<file path="config.mk">
export PLATFORM = sky130hd
export DESIGN_NAME = pctl_trip
export DESIGN_NICKNAME = d
export VERILOG_FILES = /design/src/pctl_pkg.sv /design/src/pctl_rng_if.sv /design/src/pctl_trip.sv /design/src/pctl_range.sv
export VERILOG_INCLUDE_DIRS = /design/src
export SDC_FILE = /design/constraint.sdc
export NUM_CORES = 2
export LEC_CHECK = 0
export ABC_AREA = 1
export CAP_MARGIN = 20
export CELL_PAD_IN_SITES_DETAIL_PLACEMENT = 1
export CELL_PAD_IN_SITES_GLOBAL_PLACEMENT = 1
export CORE_AREA = 2 2 325 327
export DETAILED_ROUTE_END_ITERATION = 6
export DIE_AREA = 0 0 327 329
export DONT_BUFFER_PORTS = 1
export PLACE_DENSITY = 0.72
export RECOVER_POWER = 25
export REMOVE_ABC_BUFFERS = 1
export SYNTH_ARGS = -nofsm -noshare
export SYNTH_HDL_FRONTEND = slang
export SYNTH_HIERARCHICAL = 1
export SYNTH_SLANG_ARGS = --single-unit
</file>
<file path="constraint.sdc">
create_clock -name clk -period 5 [get_ports clk]
set_input_delay 0.5 -clock clk [delete_from_list [all_inputs] [get_ports clk]]
set_output_delay 0.5 -clock clk [all_outputs]
set_load 0.02 [all_outputs]
</file>
<file path="src/pctl_regs.svh">
// constants for the protection channel trip logic
`ifndef PCTL_REGS_SVH
`define PCTL_REGS_SVH
// analog values are signed, units of 0.1 % span
`define PCTL_RNG_LO_SET 16'hFFCE
`define PCTL_RNG_LO_RST 16'hFFE7
`define PCTL_RNG_HI_SET 16'h041A
`define PCTL_RNG_HI_RST 16'h0401
`define PCTL_HALF_POWER 16'h01F4
`define PCTL_CLK_MHZ 200
`define PCTL_DLY_TIME_US 1000
`define PCTL_DLY_CYCLES (`PCTL_DLY_TIME_US * `PCTL_CLK_MHZ)
`define PCTL_OT_K1 16'h0190
`define PCTL_OT_K2 16'h0010
`define PCTL_OT_K3 16'h0008
`define PCTL_OP_K4 16'h01C2
`define PCTL_OP_K5 16'h0008
`define PCTL_TAVG_REF 16'h0258
`define PCTL_PZR_REF 16'h0320
`define PCTL_DEV_LIM 16'h0032
`define PCTL_FAIL_MASK 8'h0F
`endif

</file>
<file path="src/pctl_pkg.sv">
// types shared by the protection channel trip logic
package pctl_pkg;
  typedef logic signed [15:0] pctl_val_t;
  typedef struct packed {
    logic [3:0] flow_lo;
    logic [3:0] ot_dt;
    logic [3:0] op_dt;
    logic       pzr_lvl_hi;
    logic       pzr_lo;
    logic       pzr_hi;
    logic       pzr_lolo_si;
    logic [3:0] stm_lo_si;
    logic [3:0] stm_rate_iso;
    logic [3:0] sg_hh_turb_fw_iso;
    logic [3:0] sg_ll_rx_trip;
    logic       auxiliary_feedwater_start;
    logic       p13_low_turb;
    logic       p7_low_power;
    logic       c5_rod_block;
    logic       cont_hi_si;
    logic       cont_hihi_spray;
  } pctl_trip_t;
endpackage

</file>
<file path="src/pctl_rng_if.sv">
// carrier between trip logic and its range checker
`timescale 1ns/100ps
interface pctl_rng_if #(parameter int N = 24);
  import pctl_pkg::*;
  pctl_val_t [N-1:0] val;
  logic      [N-1:0] oos;
  logic      [N-1:0] lo;
  logic      [N-1:0] hi;
  modport chk (input val, input oos, output lo, output hi);
  modport usr (output val, output oos, input lo, input hi);
endinterface

</file>
<file path="src/pctl_trip.sv">
// protection channel trip logic, top level
// What this block does
// - assert each partial trip output when its parameter crosses its setpoint
// - compute overtemperature dt setpoint per loop, compare each loop separately
// - compute overpower dt setpoint per loop, compare each loop separately
// - manual injection block accepted only below pressure permissive, cancelled above it
// - steamline negative rate isolation enabled below permissive with low-pressure SI blocked
// - below half power, low-low level trip and feedwater start wait a delay
// - impulse pressure below setpoint signals low turbine power to low-power permissive
// - low-power permissive disables its assigned reactor trips
// - impulse pressure below rod control limit blocks automatic rod withdrawal
// - low range alarm at -5 % span, cleared at -2.5 % span
// - high range alarm at 105 % span, cleared at 102.5 % span
// - out-of-service input suppresses and clears its range alarms
// - range check all inputs except steamline rate and reactor power; extra validation only on delta/average temp channels
// - failure alarm follows the masked diagnostic detections; trouble alarm follows any detection or range alarm
// - high-high generator level issues turbine trip and feedwater isolation
`timescale 1ns/100ps
`include "pctl_regs.svh"
module pctl_trip import pctl_pkg::*; #(
  parameter int DLY_CYC = `PCTL_DLY_CYCLES
) (
  input  wire logic              clk,
  input  wire logic              rst_b,
  input  wire pctl_val_t [3:0]   loop_flow,
  input  wire pctl_val_t [3:0]   dt_loop,
  input  wire pctl_val_t [3:0]   tavg_loop,
  input  wire pctl_val_t         pzr_press,
  input  wire pctl_val_t         pzr_level,
  input  wire pctl_val_t [3:0]   stm_press,
  input  wire pctl_val_t [3:0]   stm_rate,
  input  wire pctl_val_t [3:0]   sg_level,
  input  wire pctl_val_t         imp_press,
  input  wire pctl_val_t         cont_press,
  input  wire pctl_val_t         rx_power,
  input  wire pctl_val_t         sp_flow_lo,
  input  wire pctl_val_t         sp_pzr_lvl_hi,
  input  wire pctl_val_t         sp_pzr_lo,
  input  wire pctl_val_t         sp_pzr_hi,
  input  wire pctl_val_t         sp_pzr_lolo,
  input  wire pctl_val_t         sp_p11,
  input  wire pctl_val_t         sp_stm_lo,
  input  wire pctl_val_t         sp_stm_rate,
  input  wire pctl_val_t         sp_sg_hh,
  input  wire pctl_val_t         sp_sg_ll,
  input  wire pctl_val_t         sp_p13,
  input  wire pctl_val_t         sp_p10,
  input  wire pctl_val_t         sp_c5,
  input  wire pctl_val_t         sp_cont_hi,
  input  wire pctl_val_t         sp_cont_hihi,
  input  wire logic              si_block_req,
  input  wire logic              stm_lo_si_blocked,
  input  wire logic [23:0]       in_oos,
  input  wire logic [7:0]        diag_fault,
  output pctl_trip_t             trip_r,
  output logic                   si_block_r,
  output logic [23:0]            range_lo_r,
  output logic [23:0]            range_hi_r,
  output logic [3:0]             dt_avg_invalid_r,
  output logic                   fail_alarm_r,
  output logic                   trouble_alarm_r
);
  localparam int NUM_IN = 24;
  localparam int CW     = $clog2(DLY_CYC + 1);
  // input slots in the range checker
  localparam int IX_FLOW = 0;
  localparam int IX_DT   = 4;
  localparam int IX_TAVG = 8;
  localparam int IX_STM  = 12;
  localparam int IX_SG   = 16;
  localparam int IX_PZRP = 20;
  localparam int IX_PZRL = 21;
  localparam int IX_IMP  = 22;
  localparam int IX_CONT = 23;

  if (DLY_CYC < 1) begin : g_bad
    $error("pctl_trip needs DLY_CYC of at least one");
  end

  typedef struct packed {
    pctl_trip_t           trip;
    logic                 blk;
    logic [3:0][CW-1:0]   dly;
    logic [3:0]           inval;
    logic                 fail;
    logic                 trouble;
  } pctl_st_t;

  pctl_st_t st_r;
  pctl_st_t st_nxt;

  pctl_rng_if #(.N(NUM_IN)) rng ();

  pctl_range #(.N(NUM_IN)) u_range (
    .clk   (clk),
    .rst_b (rst_b),
    .rng   (rng)
  );

  // k * (x - ref) / 16, computed in 32 bits, result truncated to 16 bits so it can wrap
  function automatic pctl_val_t lin(input pctl_val_t x, input pctl_val_t ref_v,
                                    input pctl_val_t k);
    logic signed [31:0] d;
    logic signed [31:0] p;
    d = 32'(x) - 32'(ref_v);
    p = (d * 32'(k)) >>> 4;
    return pctl_val_t'(p[15:0]);
  endfunction

  always_comb begin
    rng.val = '0;
    for (int i = 0; i < 4; i++) begin
      rng.val[IX_FLOW + i] = loop_flow[i];
      rng.val[IX_DT + i]   = dt_loop[i];
      rng.val[IX_TAVG + i] = tavg_loop[i];
      rng.val[IX_STM + i]  = stm_press[i];
      rng.val[IX_SG + i]   = sg_level[i];
    end
    rng.val[IX_PZRP] = pzr_press;
    rng.val[IX_PZRL] = pzr_level;
    rng.val[IX_IMP]  = imp_press;
    rng.val[IX_CONT] = cont_press;
  end
  assign rng.oos = in_oos;

  always_comb begin
    logic               low_turb;
    logic               low_pwr;
    logic               below_p11;
    logic               half;
    logic signed [17:0] tsum;
    pctl_val_t          tmean;
    pctl_val_t          ot_sp;
    pctl_val_t          op_sp;
    logic               bad;
    logic               dev;
    logic               raw_ll;
    logic               ll_any;
    st_nxt    = st_r;
    tsum      = '0;
    ll_any    = 1'b0;
    tmean     = '0;
    ot_sp     = '0;
    op_sp     = '0;
    bad       = 1'b0;
    dev       = 1'b0;
    raw_ll    = 1'b0;
    low_turb  = imp_press < sp_p13;
    low_pwr   = low_turb & (rx_power < sp_p10);
    below_p11 = pzr_press < sp_p11;
    half      = rx_power < $signed(`PCTL_HALF_POWER);
    for (int i = 0; i < 4; i++) begin
      tsum = tsum + 18'(tavg_loop[i]);
    end
    tmean = pctl_val_t'(tsum >>> 2);
    // manual block: taken only below the permissive, dropped above it
    if (!below_p11) begin
      st_nxt.blk = 1'b0;
    end else if (si_block_req) begin
      st_nxt.blk = 1'b1;
    end
    for (int i = 0; i < 4; i++) begin
      ot_sp = pctl_val_t'(`PCTL_OT_K1) - lin(tavg_loop[i], `PCTL_TAVG_REF, `PCTL_OT_K2)
              + lin(pzr_press, `PCTL_PZR_REF, `PCTL_OT_K3);
      op_sp = pctl_val_t'(`PCTL_OP_K4)
              - lin(tavg_loop[i], `PCTL_TAVG_REF, `PCTL_OP_K5);
      // only these channels get checks beyond range
      dev = (tavg_loop[i] - tmean > $signed(`PCTL_DEV_LIM)) ||
            (tmean - tavg_loop[i] > $signed(`PCTL_DEV_LIM));
      bad = rng.lo[IX_DT + i] | rng.hi[IX_DT + i] | rng.lo[IX_TAVG + i] |
            rng.hi[IX_TAVG + i] | dev;
      st_nxt.inval[i] = bad;
      // invalid loop data trips rather than hides a real excursion
      st_nxt.trip.ot_dt[i] = (dt_loop[i] > ot_sp) | bad;
      st_nxt.trip.op_dt[i] = (dt_loop[i] > op_sp) | bad;
      st_nxt.trip.flow_lo[i] = (loop_flow[i] < sp_flow_lo) & ~low_pwr;
      st_nxt.trip.stm_lo_si[i] = stm_press[i] < sp_stm_lo;
      st_nxt.trip.stm_rate_iso[i] = below_p11 & stm_lo_si_blocked &
                                    (stm_rate[i] < sp_stm_rate);
      st_nxt.trip.sg_hh_turb_fw_iso[i] = sg_level[i] >= sp_sg_hh;
      raw_ll = sg_level[i] < sp_sg_ll;
      if (!raw_ll) begin
        st_nxt.dly[i] = '0;
      end else if (st_r.dly[i] != CW'(DLY_CYC)) begin
        st_nxt.dly[i] = st_r.dly[i] + CW'(1);
      end
      st_nxt.trip.sg_ll_rx_trip[i] = raw_ll & (~half |
                                     (st_r.dly[i] == CW'(DLY_CYC)));
      ll_any = ll_any | st_nxt.trip.sg_ll_rx_trip[i];
    end
    st_nxt.trip.auxiliary_feedwater_start = ll_any;
    st_nxt.trip.pzr_lvl_hi = (pzr_level > sp_pzr_lvl_hi) & ~low_pwr;
    st_nxt.trip.pzr_lo = (pzr_press < sp_pzr_lo) & ~low_pwr;
    st_nxt.trip.pzr_hi = pzr_press > sp_pzr_hi;
    st_nxt.trip.pzr_lolo_si = (pzr_press < sp_pzr_lolo) & ~st_nxt.blk;
    st_nxt.trip.p13_low_turb = low_turb;
    st_nxt.trip.p7_low_power = low_pwr;
    st_nxt.trip.c5_rod_block = imp_press < sp_c5;
    st_nxt.trip.cont_hi_si = cont_press > sp_cont_hi;
    st_nxt.trip.cont_hihi_spray = cont_press > sp_cont_hihi;
    st_nxt.fail = |(diag_fault & `PCTL_FAIL_MASK);
    st_nxt.trouble = (|diag_fault) | (|rng.lo) | (|rng.hi);
  end

  always_ff @(posedge clk) begin
    if (!rst_b) begin
      st_r <= '0;
    end else begin
      st_r <= st_nxt;
    end
  end

  // bypass and manual trip switches act downstream of these flops
  assign trip_r          = st_r.trip;
  assign si_block_r      = st_r.blk;
  assign range_lo_r      = rng.lo;
  assign range_hi_r      = rng.hi;
  assign dt_avg_invalid_r = st_r.inval;
  assign fail_alarm_r    = st_r.fail;
  assign trouble_alarm_r = st_r.trouble;
endmodule

</file>
<file path="src/pctl_range.sv">
// range violation checker with hysteresis on each of its N input slots
`timescale 1ns/100ps
`include "pctl_regs.svh"
module pctl_range import pctl_pkg::*; #(
  parameter int N = 24
) (
  input wire logic clk,
  input wire logic rst_b,
  pctl_rng_if.chk  rng
);
  typedef struct packed {
    logic [N-1:0] lo;
    logic [N-1:0] hi;
  } pctl_rs_t;

  pctl_rs_t st_r;
  pctl_rs_t st_nxt;

  if (N < 1) begin : g_bad
    $error("pctl_range needs at least one input");
  end

  // set wins; otherwise hold until the release level is reached
  function automatic logic hyst(input logic cur, input logic set, input logic rel);
    return set | (cur & ~rel);
  endfunction

  always_comb begin
    st_nxt = st_r;
    for (int i = 0; i < N; i++) begin
      st_nxt.lo[i] = hyst(st_r.lo[i], rng.val[i] <= $signed(`PCTL_RNG_LO_SET),
                          rng.val[i] >= $signed(`PCTL_RNG_LO_RST));
      st_nxt.hi[i] = hyst(st_r.hi[i], rng.val[i] >= $signed(`PCTL_RNG_HI_SET),
                          rng.val[i] <= $signed(`PCTL_RNG_HI_RST));
      if (rng.oos[i]) begin
        st_nxt.lo[i] = 1'b0;
        st_nxt.hi[i] = 1'b0;
      end
    end
  end

  always_ff @(posedge clk) begin
    if (!rst_b) begin
      st_r <= '0;
    end else begin
      st_r <= st_nxt;
    end
  end

  assign rng.lo = st_r.lo;
  assign rng.hi = st_r.hi;
endmodule

</file>
==> flow_summary_export.csv <==
group,metric,value,unit
drt,totalWireLength,188000,um
critical_path,crit_end,"trip_r[31]$_SDFF_PN0_",
timing,hold_violations,0,
clock_tree,cts_buffers,17,
outcome,status,"finished, final reports clean",
floorplanning,row_count,119,
floorplanning,core-area,104000,um2
global_route,grt_pass1_vias,44923,
critical_path,rr_worst_depth,4,
synth,ys_async_sr_fraction,0,%
timing,layout_min_cycle_time,4.70,ns
drt,drcViolationCount,0,
critical_path,end_kind,"flop",
drt,firstDrtPassIters,5,
critical_path,crit_top_cell,"nor2_1",
clock_tree,clock-sinks,165,
synth,synth.cell_area,38600,um2
critical_path,criticalPathCategory,"in2reg",
synth,synth_seq_area_share,8.56,%
drt,post_drt_wl_per_cell,24.1,um
synth,synth_cells,6120,
critical_path,cpPeakStageDelay,0.47,ns
floorplanning,dieArea,108000,um2
synth,synth-main-ff-cell,"dfxtp_1",
synth,synth-edff-count,0,
floorplanning,die_w,327,um
critical_path,required,5.41,ns
placed_design,dp_cells,7747,
critical_path,reg2reg_to,"trouble_alarm_r$_SDFF_PN0_",
timing,rsz0062_at_grt,"yes",
critical_path,critPathSlowestCell,"fa_1",
floorplanning,die_y,329,um
power,power_leakage,22.7,nW
finish,finalNonFillerCells,7825,
critical_path,cp_num_buf_inv,6,
critical_path,worstSetupStartpointType,"input port",
run,drv_cap,0,
floorplanning,ios,833,
finish,drive_gt1_share,6.84,%
drt,viasPerCell,5.55,
clock_tree,cts_tree,"built",
clock_tree,cts_root_buffer,"clkbuf_16",
clock_tree,clkTransAtPathRegs,0.12,ns
power,power,0.0173,W
placed_design,place.gp.congestion,1.07,
global_route,grt_max_degree,62,
power,irDropWorstVdd,0.249,mV
critical_path,worstSetupPathDepth,28,
clock_tree,h-tree-depth,4,
timing,finalSetupViolations,0,
synth,ys_types,62,
timing,fmax,213,MHz
clock_tree,cts_buffer_depth,2,
finish,nets,8000,
finish,fillers,14107,
synth,post_synth.cell_area_avg,6.31,um2
global_route,grt_usage,34.1,%
global_route,grt_first_pass_wirelength,275000,um
critical_path,timing.rr.start,"u_range/rng.hi[16]$_SDFF_PP0_",
drt,routed-via-count,43396,
floorplanning,initial_core_util,37.0,%
timing,slew_headroom,25.7,%
synth,ys_seq_elements,165,
critical_path,critical_path.startpoint,"tavg_loop[17]",
placed_design,post-dp-hpwl,165000,um
timing,worstMarginPinSlew,1.11,ns
critical_path,critPathMaxFanout,9,
drt,drt-initial-drc-count,2196,
critical_path,critPathArrivalTime,5.12,ns
placed_design,port_buffers,0,
finish,syn2layout_area_growth,11.5,%
global_route,gr-total-overflow,0,
clock_tree,insertion_delay,0.56,ns
critical_path,rrSetupSlack,2.67,ns
drt,drtAntennaViolNets,0,
synth,yosys_warnings,6,
timing,fin_crit_sh,94.0,%
worst_hold_path,min_path_type,"in2reg",
timing,drv_slew,0,
finish,postLayoutCoreUtil,41.2,%
critical_path,critPathTopFamily,"simple AND/OR/NAND/NOR gates",
global_route,antenna_found_initial,47,
power,pwr_density_cell,403,nW/um2
timing,skew,0.0241,ns
worst_hold_path,holdPathStages,2,
## stage by stage
stage	setup TNS [ns]	hold WS, ns	worst slack (ns)	instance area (um2)
after detailed placement	-3.24	0.459	-0.351	42200
final	0	0.0583	0.298	43000
after CTS	0	0.0238	0.229	42900
after floorplan	0	0.439	0.0130	38200
after global placement	-1.62	0.447	-0.188	42200
after global routing	-0.00548	0.0701	-0.00548	43000
## routing by layer
metal,vias up,GRT usage [%],part of all wire (%),wire length [um]
li1,20762,-,-,-
met1,20841,38.5,40,74700
met3,426,8.47,7.4,14000
met4,6,20.0,6.4,12000
met5,-,0,0.018,34
met2,1361,58.3,46,87600
## cell usage in the layout (no fill, tap or decap), drive strengths merged, types with 12 or more instances in the layout
cell	synthesis	final
nor2	753	753
a21boi	13	13
xnor2	74	74
a211oi	16	16
dfxtp	165	165
a21o	20	20
nand3	338	338
buf	54	305
inv	1073	1078
o211ai	58	58
nor3	142	142
a21oi	540	540
or3	12	12
nand2	1194	1194
o21a	19	19
o31ai	16	16
nor3b	12	12
ha	837	837
diode	0	43
xor2	198	198
nand3b	21	21
fa	45	45
nand4	129	129
o2111ai	14	14
a31oi	19	19
o21bai	23	23
nor4	39	39
clkbuf	12	17
o21ai	209	209
or2	25	25
## kinds of logic (layout without fill, tap and decap cells)
family / Yosys count / in the layout / share of synthesized area (%)
DFF: 165 / 165 / 8.56
muxes: 3 / 3 / 0.0778
buffers and inverters: 1139 / 1410 / 11.5
adders and majority gates: 882 / 882 / 29.5
xor gates and xnor gates: 272 / 272 / 6.23
and+or+nand+nor: 2681 / 2681 / 29.8
other: 0 / 43 / 0
AOI/OAI and AO/OA: 978 / 978 / 14.3
## how the worst min path moves through the flow
stage / from / end / slack (ns)
2_1_floorplan: st_r[77]$_SDFFE_PN0P_ / st_r[77]$_SDFFE_PN0P_ / 0.44
3_3_place_gp: st_r[59]$_SDFFE_PN0P_ / st_r[59]$_SDFFE_PN0P_ / 0.45
3_5_place_dp: st_r[77]$_SDFFE_PN0P_ / st_r[77]$_SDFFE_PN0P_ / 0.46
4_1_cts: dt_loop[63] / u_range/rng.lo[7]$_SDFF_PP0_ / 0.02
5_1_grt: dt_loop[63] / u_range/rng.lo[7]$_SDFF_PP0_ / 0.07
6_report: dt_loop[63] / u_range/rng.lo[7]$_SDFF_PP0_ / 0.06
## worst register-to-register path, cell delays in order, from the launching register on
cell     delay (ns)
dfxtp_1        0.47
nor4_1         0.85
nand2_1        0.31
nor4_1         0.34
a21oi_1        0.21
## synthesized netlist by cell type (4+ instances only)
cell / count / area, um2
o21ai_0: 189 / 946
or2_2: 18 / 113
nand2_1: 1178 / 4420
a21oi_1: 539 / 2700
nor4_1: 39 / 244
nor3_1: 136 / 681
nand4_1: 129 / 807
nand2_2: 15 / 93.8
inv_2: 12 / 45.0
fa_1: 45 / 901
o31ai_1: 16 / 120
nand3b_1: 21 / 158
or3_1: 12 / 75.1
a221oi_1: 10 / 87.6
o21bai_1: 23 / 173
buf_2: 9 / 45.0
o211ai_1: 58 / 435
ha_1: 837 / 10500
nor3b_1: 10 / 75.1
o21a_1: 19 / 143
buf_4: 44 / 330
o221ai_1: 8 / 70.1
a21o_1: 20 / 150
a31oi_1: 19 / 119
xnor2_1: 74 / 648
nor2_1: 736 / 2760
nand3_2: 8 / 80.1
a211oi_1: 16 / 120
nor2_2: 17 / 106
nand3_1: 330 / 1650
or2_1: 4 / 25.0
dfxtp_1: 165 / 3300
inv_1: 1061 / 3980
and3_1: 10 / 62.6
nor3_2: 6 / 60.1
a21boi_0: 13 / 97.6
o21ai_1: 17 / 85.1
o2111ai_1: 14 / 123
xor2_1: 195 / 1710
clkbuf_1: 10 / 37.5
## report_power, final
group          total, W  internal [W]  switching, W
Clock           0.00162      0.000739      0.000884
Combinational    0.0140       0.00565       0.00839
Sequential      0.00167       0.00142      0.000244
## flip-flops by register name (all words and copies together) (netlist names)
name	cells
st_r	72
trip_r	38
u_range/rng.hi	24
u_range/rng.lo	24
dt_avg_invalid_r	4
fail_alarm_r	1
si_block_r	1
trouble_alarm_r	1
## cell type report
type	count	area, um2	area share, %
multi-input combinational	4816	30900	71.7
inverter	1073	4030	9.36
sequential	165	3300	7.68
timing repair buffer	305	2330	5.41
tap	1391	1740	4.04
clock buffer	17	425	0.989
clock inverter	15	228	0.529
antenna	43	108	0.250
## what timing repair did
action / CTS / global route
buffers inserted: 0 / 3
endpoints found under the setup margin: 0 / 12
hold buffers: 0 / 0
gates resized for setup: 0 / 10
No activity file was read; power rests on OpenSTA's default activity.
